===== config.mk =====
export PLATFORM = sky130hd
export DESIGN_NAME = bfs_sequencer
export DESIGN_NICKNAME = d
export VERILOG_FILES = /design/src/bfs_pkg.sv /design/src/bfs_sequencer.sv
export SDC_FILE = /design/constraint.sdc
export NUM_CORES = 1
export LEC_CHECK = 0
export BUFFER_PORTS_ARGS = -buffer_cell sky130_fd_sc_hd__buf_4
export CAP_MARGIN = 20
export CELL_PAD_IN_SITES_DETAIL_PLACEMENT = 1
export CELL_PAD_IN_SITES_GLOBAL_PLACEMENT = 1
export CORE_MARGIN = 5
export CORE_UTILIZATION = 45
export CTS_BUF_LIST = sky130_fd_sc_hd__clkbuf_8
export DETAILED_ROUTE_END_ITERATION = 8
export PLACE_DENSITY_LB_ADDON = 0.12
export SLEW_MARGIN = 10
export SYNTH_ARGS = -nofsm -noshare
export SYNTH_HDL_FRONTEND = slang
export SYNTH_SLANG_ARGS = --single-unit

===== constraint.sdc =====
create_clock -name ref_clk -period 5.9 [get_ports ref_clk]
set_clock_uncertainty 0.05 [all_clocks]
set_input_delay 1.475 -clock ref_clk [delete_from_list [all_inputs] [get_ports ref_clk]]
set_output_delay 1.475 -clock ref_clk [all_outputs]
set_load 0.05 [all_outputs]

===== src/bfs_pkg.sv =====
// Constants, state encoding and carrier structs of the baseband frame sequencer.
package bfs_pkg;

  // Register byte addresses; each register sits in the low byte of a 32-bit word.
  localparam logic [7:0] ADR_CMD = 8'h00;
  localparam logic [7:0] ADR_IRQ = 8'h04;
  localparam logic [7:0] ADR_AMCS = 8'h08;
  localparam logic [7:0] ADR_PC = 8'h0c;
  localparam logic [7:0] ADR_EDC = 8'h10;
  localparam logic [7:0] ADR_EDV = 8'h14;
  localparam logic [7:0] ADR_THR = 8'h18;
  localparam logic [7:0] ADR_RXLL = 8'h1c;
  localparam logic [7:0] ADR_RXLH = 8'h20;
  localparam logic [7:0] ADR_TXLL = 8'h24;
  localparam logic [7:0] ADR_TXLH = 8'h28;
  localparam logic [7:0] ADR_ACKL = 8'h2c;
  localparam logic [7:0] ADR_ACKH = 8'h30;

  // Commands written to the radio command register.
  localparam logic [2:0] CMD_NOP = 3'h0;
  localparam logic [2:0] CMD_OFF = 3'h1;
  localparam logic [2:0] CMD_PREP = 3'h2;
  localparam logic [2:0] CMD_RX = 3'h3;
  localparam logic [2:0] CMD_TX = 3'h4;

  // Event bit positions in the event status register and event pulse vector.
  localparam int EV_FS = 0;
  localparam int EV_AM = 1;
  localparam int EV_RXE = 2;
  localparam int EV_TXE = 3;
  localparam int EV_EDC = 4;
  localparam int EV_RDY = 5;

  // Auto mode control field positions.
  localparam int AM_ASSESS_THEN_TRANSMIT = 0;
  localparam int AM_AUTO_ACKNOWLEDGE = 1;
  localparam int AM_TX2RX = 2;
  localparam int AM_BUSY = 3;

  // Field positions of the PHY control register.
  localparam int BASEBAND_ENABLE = 0;
  localparam int CHECK_SEQUENCE_TYPE = 1;

  // Reset values.
  localparam logic BASEBAND_ENABLE_RST = 1'b1;
  localparam logic [7:0] THR_RST = 8'h00;
  localparam logic [15:0] ACKDLY_RST = 16'h0000;

  // Acknowledge delay counts in ticks of 1 us; the clock runs at 25 ns.
  localparam int CLK_PERIOD_NS = 25;
  localparam int ACK_TICK_NS = 1000;
  localparam int ACK_TICK_CYC = (ACK_TICK_NS + CLK_PERIOD_NS - 1) / CLK_PERIOD_NS;
  localparam logic [5:0] ACK_TICK_LAST = 6'(ACK_TICK_CYC - 1);

  typedef enum logic [5:0] {
    ST_OFF = 6'h01,
    ST_TUNE = 6'h02,
    ST_PREP = 6'h04,
    ST_RX = 6'h08,
    ST_TX = 6'h10,
    ST_ACKW = 6'h20
  } bfs_state_e;

  // Status pulses and values coming from the radio and baseband datapath.
  typedef struct packed {
    logic tune_done;
    logic preamble_det;
    logic phy_hdr_ok;
    logic addr_match;
    logic ack_due;
    logic frame_end;
    logic fcs_ok;
    logic [10:0] rx_len;
    logic ed_done;
    logic [7:0] ed_value;
    logic tx_done;
  } bfs_bb_s;

  // Controls driven to the radio and baseband datapath.
  typedef struct packed {
    logic tune_req;
    logic avdd_en;
    logic agc_freeze;
    logic bb_en;
    logic ed_start;
    logic tx_start;
    logic tx_is_ack;
    logic [10:0] tx_len;
    logic [1:0] fcs_type;
  } bfs_ctl_s;

  // Complete state of the sequencer.
  typedef struct packed {
    bfs_state_e st;
    logic agc_freeze;
    logic meas_host;
    logic cca_run;
    logic cca_go;
    logic tune_req;
    logic avdd_en;
    logic ed_start;
    logic tx_start;
    logic tx_ack;
    logic [3:0] amcs;
    logic bb_en;
    logic [1:0] fcst;
    logic [1:0] edm;
    logic [7:0] edv;
    logic [7:0] thr;
    logic [10:0] rxlen;
    logic [10:0] txlen;
    logic [15:0] ackdly;
    logic [15:0] ack_cnt;
    logic [5:0] tick_cnt;
    logic [5:0] irq_sts;
    logic [5:0] irq_pls;
    logic wb_ack;
    logic [31:0] wb_dat;
  } bfs_regs_s;

endpackage


===== src/bfs_sequencer.sv =====
// Baseband frame sequencer: state control, receive events, channel assessment and auto ack.
//
// The Wishbone register port and the address map are this design's own decisions.
`timescale 1ns/1ps

module bfs_sequencer
  import bfs_pkg::*;
(
  input logic ref_clk,
  input logic sys_rst,
  input logic wb_cyc_i,
  input logic wb_stb_i,
  input logic wb_we_i,
  input logic [7:0] wb_adr_i,
  input logic [3:0] wb_sel_i,
  input logic [31:0] wb_dat_i,
  output logic wb_ack_o,
  output logic [31:0] wb_dat_o,
  input bfs_bb_s bb,
  output bfs_ctl_s ctl,
  output logic [5:0] event_pulse
);

  bfs_regs_s r;
  bfs_regs_s r_nxt;

  assign wb_ack_o = r.wb_ack;
  assign wb_dat_o = r.wb_dat;
  assign event_pulse = r.irq_pls;
  // One assignment drives the whole control struct so that it has a single driver.
  assign ctl = '{
    tune_req: r.tune_req,
    avdd_en: r.avdd_en,
    agc_freeze: r.agc_freeze,
    bb_en: r.bb_en,
    ed_start: r.ed_start,
    tx_start: r.tx_start,
    tx_is_ack: r.tx_ack,
    tx_len: r.txlen,
    fcs_type: r.fcst
  };

  always_comb begin
    logic acc;
    logic wr;
    logic [2:0] cmd;
    logic [5:0] ev;
    logic [5:0] clr;
    logic [7:0] rd;
    logic busy;
    acc = 1'b0;
    wr = 1'b0;
    cmd = CMD_NOP;
    ev = '0;
    clr = '0;
    rd = 8'h00;
    busy = 1'b0;
    r_nxt = r;
    r_nxt.ed_start = 1'b0;
    r_nxt.tx_start = 1'b0;
    r_nxt.wb_ack = 1'b0;

    // The slave answers one cycle after the request and drops ack in the next.
    acc = wb_cyc_i & wb_stb_i & ~r.wb_ack;
    wr = acc & wb_we_i & wb_sel_i[0];

    if (wr) begin
      if (wb_adr_i == ADR_CMD) begin
        cmd = wb_dat_i[2:0];
      end else if (wb_adr_i == ADR_IRQ) begin
        clr = wb_dat_i[5:0];
      end else if (wb_adr_i == ADR_AMCS) begin
        r_nxt.amcs[AM_ASSESS_THEN_TRANSMIT] = wb_dat_i[AM_ASSESS_THEN_TRANSMIT];
        r_nxt.amcs[AM_AUTO_ACKNOWLEDGE] = wb_dat_i[AM_AUTO_ACKNOWLEDGE];
        r_nxt.amcs[AM_TX2RX] = wb_dat_i[AM_TX2RX];
      end else if (wb_adr_i == ADR_PC) begin
        r_nxt.bb_en = wb_dat_i[BASEBAND_ENABLE];
        r_nxt.fcst = wb_dat_i[CHECK_SEQUENCE_TYPE +: 2];
      end else if (wb_adr_i == ADR_EDC) begin
        r_nxt.edm = wb_dat_i[1:0];
        // Writing mode 1 while receiving starts a host measurement.
        if (r.st == ST_RX && wb_dat_i[1:0] == 2'h1 && !r.meas_host) begin
          r_nxt.ed_start = 1'b1;
          r_nxt.meas_host = 1'b1;
          r_nxt.cca_run = r.amcs[AM_ASSESS_THEN_TRANSMIT];
        end
      end else if (wb_adr_i == ADR_THR) begin
        r_nxt.thr = wb_dat_i[7:0];
      end else if (wb_adr_i == ADR_TXLL) begin
        r_nxt.txlen[7:0] = wb_dat_i[7:0];
      end else if (wb_adr_i == ADR_TXLH) begin
        r_nxt.txlen[10:8] = wb_dat_i[2:0];
      end else if (wb_adr_i == ADR_ACKL) begin
        r_nxt.ackdly[7:0] = wb_dat_i[7:0];
      end else if (wb_adr_i == ADR_ACKH) begin
        r_nxt.ackdly[15:8] = wb_dat_i[7:0];
      end
    end

    if (wb_adr_i == ADR_CMD) begin
      rd = {2'b00, r.st};
    end else if (wb_adr_i == ADR_IRQ) begin
      rd = {2'b00, r.irq_sts};
    end else if (wb_adr_i == ADR_AMCS) begin
      rd = {4'h0, r.amcs};
    end else if (wb_adr_i == ADR_PC) begin
      rd = {5'h00, r.fcst, r.bb_en};
    end else if (wb_adr_i == ADR_EDC) begin
      rd = {6'h00, r.edm};
    end else if (wb_adr_i == ADR_EDV) begin
      rd = r.edv;
    end else if (wb_adr_i == ADR_THR) begin
      rd = r.thr;
    end else if (wb_adr_i == ADR_RXLL) begin
      rd = r.rxlen[7:0];
    end else if (wb_adr_i == ADR_RXLH) begin
      rd = {5'h00, r.rxlen[10:8]};
    end else if (wb_adr_i == ADR_TXLL) begin
      rd = r.txlen[7:0];
    end else if (wb_adr_i == ADR_TXLH) begin
      rd = {5'h00, r.txlen[10:8]};
    end else if (wb_adr_i == ADR_ACKL) begin
      rd = r.ackdly[7:0];
    end else if (wb_adr_i == ADR_ACKH) begin
      rd = r.ackdly[15:8];
    end else begin
      rd = 8'h00;
    end

    if (acc) begin
      r_nxt.wb_ack = 1'b1;
      r_nxt.wb_dat = {24'h000000, rd};
    end

    // Equal energy counts as busy so that transmission needs a strictly quieter channel.
    busy = ($signed(bb.ed_value) >= $signed(r.thr));

    // Any energy result is kept for reading, whether the host or a frame started it.
    if (bb.ed_done) begin
      r_nxt.edv = bb.ed_value;
    end

    case (r.st)
      ST_OFF: begin
        if (cmd == CMD_PREP) begin
          r_nxt.st = ST_TUNE;
        end
      end
      ST_TUNE: begin
        if (cmd == CMD_OFF) begin
          r_nxt.st = ST_OFF;
        end else if (bb.tune_done) begin
          r_nxt.st = ST_PREP;
          ev[EV_RDY] = 1'b1;
        end
      end
      ST_PREP: begin
        if (r.cca_go) begin
          // Idle channel: pass through prepare and start the frame.
          r_nxt.cca_go = 1'b0;
          r_nxt.st = ST_TX;
          r_nxt.tx_start = 1'b1;
          r_nxt.tx_ack = 1'b0;
          r_nxt.bb_en = 1'b1;
        end else if (cmd == CMD_RX) begin
          r_nxt.st = ST_RX;
        end else if (cmd == CMD_TX) begin
          r_nxt.st = ST_TX;
          r_nxt.tx_start = 1'b1;
          r_nxt.tx_ack = 1'b0;
        end else if (cmd == CMD_OFF) begin
          r_nxt.st = ST_OFF;
        end
      end
      ST_RX: begin
        if (cmd == CMD_PREP) begin
          r_nxt.st = ST_PREP;
          r_nxt.agc_freeze = 1'b0;
          r_nxt.meas_host = 1'b0;
          r_nxt.cca_run = 1'b0;
          ev[EV_RDY] = 1'b1;
        end else if (cmd == CMD_OFF) begin
          r_nxt.st = ST_OFF;
          r_nxt.agc_freeze = 1'b0;
          r_nxt.meas_host = 1'b0;
          r_nxt.cca_run = 1'b0;
        end else if (r.meas_host) begin
          // Frame detection is skipped while the host measurement runs, even with the baseband enabled.
          if (bb.ed_done) begin
            r_nxt.meas_host = 1'b0;
            ev[EV_EDC] = 1'b1;
            r_nxt.amcs[AM_BUSY] = busy;
            if (r.cca_run) begin
              r_nxt.cca_run = 1'b0;
              if (busy) begin
                ev[EV_TXE] = 1'b1;
              end else begin
                r_nxt.st = ST_PREP;
                r_nxt.cca_go = 1'b1;
                ev[EV_RDY] = 1'b1;
              end
            end
          end
        end else if (r.bb_en) begin
          if (bb.preamble_det) begin
            r_nxt.agc_freeze = 1'b1;
          end
          if (bb.phy_hdr_ok) begin
            ev[EV_FS] = 1'b1;
            r_nxt.ed_start = 1'b1;
          end
          if (bb.addr_match) begin
            ev[EV_AM] = 1'b1;
          end
          if (bb.frame_end) begin
            r_nxt.agc_freeze = 1'b0;
            if (bb.fcs_ok) begin
              ev[EV_RXE] = 1'b1;
              r_nxt.rxlen = bb.rx_len;
              if (r.amcs[AM_AUTO_ACKNOWLEDGE] && bb.ack_due) begin
                r_nxt.st = ST_ACKW;
                r_nxt.ack_cnt = r.ackdly;
                r_nxt.tick_cnt = 6'h00;
              end else begin
                r_nxt.st = ST_PREP;
              end
            end
          end
        end
      end
      ST_ACKW: begin
        if (cmd == CMD_OFF) begin
          r_nxt.st = ST_OFF;
        end else if (cmd == CMD_PREP) begin
          r_nxt.st = ST_PREP;
          ev[EV_RDY] = 1'b1;
        end else if (r.ack_cnt == 16'h0000) begin
          r_nxt.st = ST_TX;
          r_nxt.tx_start = 1'b1;
          r_nxt.tx_ack = 1'b1;
        end else if (r.tick_cnt == ACK_TICK_LAST) begin
          r_nxt.tick_cnt = 6'h00;
          r_nxt.ack_cnt = r.ack_cnt - 16'h0001;
        end else begin
          r_nxt.tick_cnt = r.tick_cnt + 6'h01;
        end
      end
      ST_TX: begin
        if (cmd == CMD_OFF) begin
          r_nxt.st = ST_OFF;
        end else if (cmd == CMD_PREP) begin
          r_nxt.st = ST_PREP;
          ev[EV_RDY] = 1'b1;
        end else if (bb.tx_done) begin
          r_nxt.st = ST_PREP;
          ev[EV_TXE] = 1'b1;
        end
      end
      default: begin
        r_nxt.st = ST_OFF;
      end
    endcase

    r_nxt.tune_req = (r_nxt.st == ST_TUNE);
    r_nxt.avdd_en = (r_nxt.st != ST_OFF);
    // A new event wins over a clear written in the same cycle.
    r_nxt.irq_sts = (r.irq_sts & ~clr) | ev;
    r_nxt.irq_pls = ev;
  end

  always_ff @(posedge ref_clk) begin
    if (sys_rst) begin
      r <= '0;
      r.st <= ST_OFF;
      r.bb_en <= BASEBAND_ENABLE_RST;
      r.thr <= THR_RST;
      r.ackdly <= ACKDLY_RST;
    end else begin
      r <= r_nxt;
    end
  end

endmodule


==> out/qor.csv, run 1 <==
stage,metric,value,unit
clock_tree,post_cts_buffers,0,
placement,hpwlAfterDp,17.0,mm
yosys,synth.cell_area,6950,um^2
yosys,ys_warn_count,0,
status,status,"finished, final reports clean",
floorplan,start_util,0.459,
critical_path,start_kind,input port,
yosys,synth_top_flop_cell,dfxtp_1,
critical_path,criticalPathCategory,in -> reg,
cells_and_area,synthToLayoutAreaGrowth,10.2,%
routing,wl,23.2,mm
critical_path,critPathMaxFanout,17,
critical_path,slowest_delay,590,ps
cells_and_area,layout-drive-gt1-share,0.163,
critical_path,cpLargestDelayFamily,simple AND/OR/NAND/NOR gates,
routing,detail_route.first_pass.iterations,7,
global_route,grt_first_pass_wirelength,36.3,mm
sta,finalMaxSlewViolations,0,
sta,tightest_slew,908,ps
critical_path,timing.rr.start,r[142],
sta,min_period,3610,ps
run,drv_cap,0,
pwr,combinationalPowerShare,0.123,
cells_and_area,n_fill_cell,1836,
sta,fmax,277,MHz
sta,rsz0062_at_grt,no,
pwr,powerDensity,238,nW/um^2
floorplan,die_w,134,um
routing,postRouteAntennaNets,0,
yosys,synth.avg_cell_area,7.95,um^2
routing,dr_total_vias,6567,
clock_tree,ctsHoldBuffers,0,
routing,drc,0,
cells_and_area,final_nets,982,
critical_path,required,6240,ps
yosys,synth-seq-cells,121,
global_route,grt_overflow,0,
yosys,ys_seq_area_frac,0.349,
placement,placed_cells,1064,
clock_tree,clock_latency,460,ps
critical_path,cp.buffers_inverters,1,
yosys,ys_types,80,
hold_path,holdPathEnd,wb_dat_o[6],
sta,min_period_over_period,0.612,
cells_and_area,antennaDiodeCount,0,
clock_tree,cts_buffer_depth,2,
pwr,seqPwrFrac,0.462,
global_route,grt_max_degree,79,
critical_path,regToRegSetupSlack,2480,ps
routing,drt_iter0_drc,489,
clock_tree,ctsResizeCount,0,
yosys,synth_edf_count,0,
clock_tree,root_buffer,clkbuf_8,
floorplan,row_count,45,
global_route,grt_pass1_vias,6535,
pwr,cellInternalPower,1.31,mW
cells_and_area,stdcell_count,1096,
placement,portBuffers,84,
pwr,clockPowerShare,0.416,
clock_tree,path_clk_slew,70,ps
critical_path,crit_slowest_cell,or3_1,
sta,hold_viol,0,
yosys,synthArstFlopShare,0,
clock_tree,cts_tree,done,
placement,gp_congestion,0.934,
yosys,synth_area_leaders,"dfxtp_1 (35%), mux2i_1 (7.3%), buf_4 (6.5%)",
floorplan,die_h,134,um
global_route,antenna_found_initial,0,
hold_path,whs_path_depth,2,
routing,viasPerCell,5.99,
critical_path,timing.rr.end,r[57],
yosys,syn_inst,874,
clock_tree,numCtsBuffers,17,
clock_tree,cts.sinks,121,
global_route,grt.total_usage,0.257,
pwr,power_switching,0.517,mW
critical_path,endpoint_kind,flop,
sta,setup-tns-final,0,ps
yosys,synth_top_area_frac,0.349,
pwr,sw_frac_of_total,0.283,
pwr,ir_drop,0.134,mV
floorplan,io_pins,136,
critical_path,reg2regPathDepth,6,
critical_path,crit_chain,"buf_4, and3b_1, nand3_4, nor4_4, or3_1, o21ai_0, a21oi_1",
clock_tree,htree_levels,4,
pwr,p_leak,2.85,nW
floorplan,dieArea,18000,um^2
critical_path,cp_data_arrival_time,3950,ps
hold_path,min_from,wb_dat_o[6],
yosys,synth_top_cell_by_area,dfxtp_1,
hold_path,hold_path_class,reg -> reg,
routing,wl_per_cell,21.1,um
sta,setup_viol,0,
floorplan,coreArea,15100,um^2
sta,slew_headroom,0.390,
## flip-flops by register name (all words and copies together), names as in the netlist
signal and flops:
ctl 20, r 86, event_pulse 6, wb_dat_o 8, wb_ack_o 1
## worst register-to-register path, stage by stage (launching register included)
cell and delay [ps]:
dfxtp_1 440, nor2_1 560, nand3_2 750, nor3_2 600, or3_1 560, o21ai_0 230
a21oi_1 170
## logic make-up (layout without fill, tap and decap cells)
logic type / after synthesis / count (layout) / share of synthesized area
muxes: 54 / 54 / 0.0800
other: 1 / 24 / 0.000540
AOI/OAI and AO/OA: 208 / 208 / 0.183
adders and majority gates: 10 / 10 / 0.0180
and+or+nand+nor: 344 / 344 / 0.251
DFF: 121 / 121 / 0.349
buffers and inverters: 128 / 139 / 0.109
xor gates and xnor gates: 8 / 8 / 0.0101
## cells in the final DEF, fill, tap and decap left out, drive strengths merged, types with 7 or more instances in the layout
master  count
dfxtp     121
a21oi      72
conb       24
a22oi       7
nor2      121
clkbuf     18
inv        21
mux2i      51
nand2b     10
nor4       16
o21ai      64
nand4       7
ha         10
nand2      81
clkinv      7
nand3      23
buf        90
nor3       33
and3       14
## metal layers
layer,wire (um),share of wire,track usage,vias up
met2,10500,0.45,0.403,248
li1,-,-,-,3075
met5,0,0,0,-
met1,10500,0.45,0.345,3209
met3,1640,0.071,0.0596,35
met4,560,0.024,0.0928,0
## cell usage after synthesis (7+ instances only)
| cell type | number |
|---|---|
| a21oi_1 | 71 |
| a22oi_1 | 7 |
| and3_1 | 14 |
| buf_2 | 10 |
| buf_4 | 60 |
| clkbuf_1 | 32 |
| dfxtp_1 | 121 |
| ha_1 | 10 |
| inv_1 | 16 |
| mux2i_1 | 51 |
| nand2_1 | 81 |
| nand2b_1 | 10 |
| nand3_1 | 21 |
| nand4_1 | 7 |
| nor2_1 | 119 |
| nor3_1 | 28 |
| nor4_1 | 12 |
| o21ai_0 | 56 |
| o21ai_1 | 8 |
## through the flow
| stage | power, mW | instance area (um^2) | util | worst slack, ps | hold WS (ps) |
|---|---|---|---|---|---|
| 3_5_place_dp | 1.08 | 7270 | 0.480 | 1850 | 406 |
| 3_3_place_gp | 1.08 | 7270 | 0.480 | 1940 | 393 |
| 6_report | 1.83 | 7660 | 0.506 | 2290 | 417 |
| 4_1_cts | 1.84 | 7660 | 0.506 | 2340 | 417 |
| 5_1_grt | 1.90 | 7660 | 0.506 | 2090 | 439 |
| 2_1_floorplan | 1.02 | 7030 | - | 2630 | 376 |
## worst max path at each step
stage	end	cells after the start	startpoint
after floorplan	ctl[17]	8	wb_adr_i[4]
after global placement	r[53]	7	wb_adr_i[4]
after detailed placement	ctl[12]	6	wb_adr_i[3]
after CTS	ctl[12]	6	wb_adr_i[3]
after global routing	r[55]	7	wb_stb_i
final	r[57]	7	wb_stb_i
## power groups by stage
stage                     clock network, mW  registers [mW]  logic [mW]
after CTS                             0.772           0.843       0.221
after global routing                  0.816           0.844       0.236
after detailed placement                  0           0.862       0.220
final                                 0.759           0.844       0.224
after global placement                    0           0.861       0.216
after floorplan                           0           0.856       0.166
## cell type report
type                            count  area [um^2]  share of cell area
Multi-Input combinational cell    648         3870               0.506
Sequential cell                   121         2420               0.316
Timing Repair Buffer               90          676              0.0882
Clock buffer                       18          248              0.0324
Tap cell                          188          235              0.0307
Clock inverter                     14          140              0.0183
Inverter                           17         63.8             0.00833
No activity file was read; power rests on OpenSTA's default activity.
==> run 2, diff against run 1 <==
CORE_UTILIZATION = 42   (was 45)
clock period = 3.4 ns   (was 5.9 ns; I/O delays follow)
==> out/qor.csv, run 2 (synthesized netlist as in run 1, its figures left out) <==
stage,metric,value,unit,change
status,status,"finished, final reports clean",,
floorplan,coreArea,16400,um^2,+8.3%
floorplan,row_count,47,,+4.4%
cells_and_area,synthToLayoutAreaGrowth,13.3,%,
cells_and_area,final_common_cell,dfxtp_1,,
floorplan,die_h,139,um,+3.3%
hold_path,min_from,r[42],,
sta,finalMaxSlewViolations,0,,unchanged
sta,setup_viol,0,,unchanged
pwr,ir_drop,0.226,mV,+68%
cells_and_area,largest_reg_flops,86,,unchanged
critical_path,critPathLaunch,wb_adr_i[4],,
global_route,grt_overflow,0,,unchanged
cells_and_area,antennaDiodeCount,0,,unchanged
routing,wl_per_cell,21.1,um,-0.19%
pwr,cellInternalPower,2.28,mW,+74%
placement,portBuffers,84,,unchanged
placement,gp_congestion,0.955,,+2.2%
clock_tree,cts_tree,done,,
global_route,grt.total_usage,0.246,,-0.0107
critical_path,criticalPathCategory,in -> reg,,
global_route,grt_max_degree,47,,-41%
routing,drt_iter0_drc,451,,-7.8%
clock_tree,cts_buffer_depth,2,,unchanged
pwr,seqPwrFrac,0.452,,-0.010
routing,dr_total_vias,6676,,+1.7%
pwr,power_switching,0.952,mW,+84%
critical_path,cp_data_arrival_time,2940,ps,-1010 ps
cells_and_area,n_fill_cell,2025,,+10%
critical_path,timing.rr.end,r[66],,
run,drv_cap,0,,unchanged
critical_path,start_kind,input port,,
pwr,combinationalPowerShare,0.123,,about the same
floorplan,dieArea,19200,um^2,+6.6%
clock_tree,ctsResizeCount,0,,unchanged
cells_and_area,layout-drive-gt1-share,0.184,,+0.0213
clock_tree,cts.sinks,121,,unchanged
critical_path,reg2regPathDepth,7,,+1
sta,slew_headroom,0.531,,+0.141
routing,viasPerCell,5.82,,-2.9%
sta,min_period,2630,ps,
sta,setup-tns-final,0,ps,unchanged
critical_path,critPathMaxFanout,17,,unchanged
pwr,p_leak,2.93,nW,+2.8%
sta,fmax,380,MHz,
hold_path,holdPathEnd,r[42],,
pwr,clockPowerShare,0.424,,+0.008
clock_tree,post_cts_buffers,0,,unchanged
critical_path,regToRegSetupSlack,910,ps,-1570 ps
pwr,sw_frac_of_total,0.295,,+0.0114
critical_path,endpoint_kind,flop,,
cells_and_area,final_nets,1002,,+2.0%
pwr,powerDensity,411,nW/um^2,+72%
routing,postRouteAntennaNets,0,,unchanged
sta,hold_viol,0,,unchanged
floorplan,die_w,139,um,+3.3%
sta,tightest_slew,703,ps,-205 ps
clock_tree,ctsHoldBuffers,0,,unchanged
critical_path,timing.rr.start,r[141],,
clock_tree,numCtsBuffers,17,,unchanged
clock_tree,path_clk_slew,80,ps,about the same
clock_tree,clock_latency,450,ps,about the same
cells_and_area,layout_common_cells,"dfxtp_1 (121), nor2_1 (119), buf_4 (110)",,
cells_and_area,top_register,r,,
sta,rsz0062_at_grt,no,,
global_route,antenna_found_initial,0,,unchanged
hold_path,hold_path_class,reg -> reg,,
placement,hpwlAfterDp,18.1,mm,+6.6%
global_route,grt_first_pass_wirelength,37.8,mm,+4.2%
sta,min_period_over_period,0.774,,
clock_tree,htree_levels,4,,unchanged
critical_path,required,3700,ps,-2540 ps
routing,drc,0,,unchanged
global_route,grt_pass1_vias,6564,,+0.44%
routing,wl,24.2,mm,+4.5%
hold_path,whs_path_depth,2,,unchanged
sta,fin_hold_ws,412,ps,-5.15 ps
floorplan,io_pins,136,,unchanged
routing,detail_route.first_pass.iterations,5,,-2
floorplan,start_util,0.423,,-0.0353
clock_tree,root_buffer,clkbuf_8,,
run 2: cell types whose count changed in the layout (fill, tap and decap cells not counted), sizes merged:
cell and change:
clkbuf -1, inv -2, clkinvlp +3, buf +20
run 2: power groups by stage:
stage	clock network, mW	registers, mW	logic, mW
2_1_floorplan	0	1.49	0.287
3_3_place_gp	0	1.49	0.389
3_5_place_dp	0	1.50	0.394
4_1_cts	1.41	1.46	0.396
5_1_grt	1.46	1.47	0.426
6_report	1.37	1.46	0.399
run 2: per-layer routing:
metal	global-route usage	vias up	wire length [um]
li1	-	3116	-
met1	0.337	3305	11000
met2	0.402	217	11600
met3	0.0393	38	1170
met4	0.0721	0	481
met5	0	-	0
run 2: worst max path at each step:
stage | end | slack, ps
after floorplan | ctl[17] | 760
after global placement | wb_dat_o[0] | 400
after detailed placement | wb_dat_o[5] | 390
after CTS | wb_dat_o[5] | 860
after global routing | r[139] | 720
final | wb_dat_o[5] | 770
run 2: worst max-delay path: stages:
cell,delay [ps]
buf_4,210
or4b_1,520
nor3_1,520
o21ai_1,150
o211ai_1,200
a221oi_1,160
nor4_1,300
run 2: area by class of cell:
cell class                 count  area [um^2]  share of cell area
clock inverter                15          179              0.0227
tap                          220          275              0.0350
multi-input combinational    648         3870               0.492
clock buffer                  17          234              0.0297
timing repair buffer         110          826               0.105
inverter                      17         63.8             0.00811
sequential                   121         2420               0.308
run 2: through the flow:
stage                      util  total power [mW]  std cells  area, um^2  setup WS (ps)
after floorplan               -              1.77        897        7030            755
after global placement    0.455              1.88       1116        7460            399
after detailed placement  0.455              1.89       1116        7460            392
after CTS                 0.480              3.26       1148        7870            862
after global routing      0.480              3.35       1148        7870            716
final                     0.480              3.23       1148        7870            768
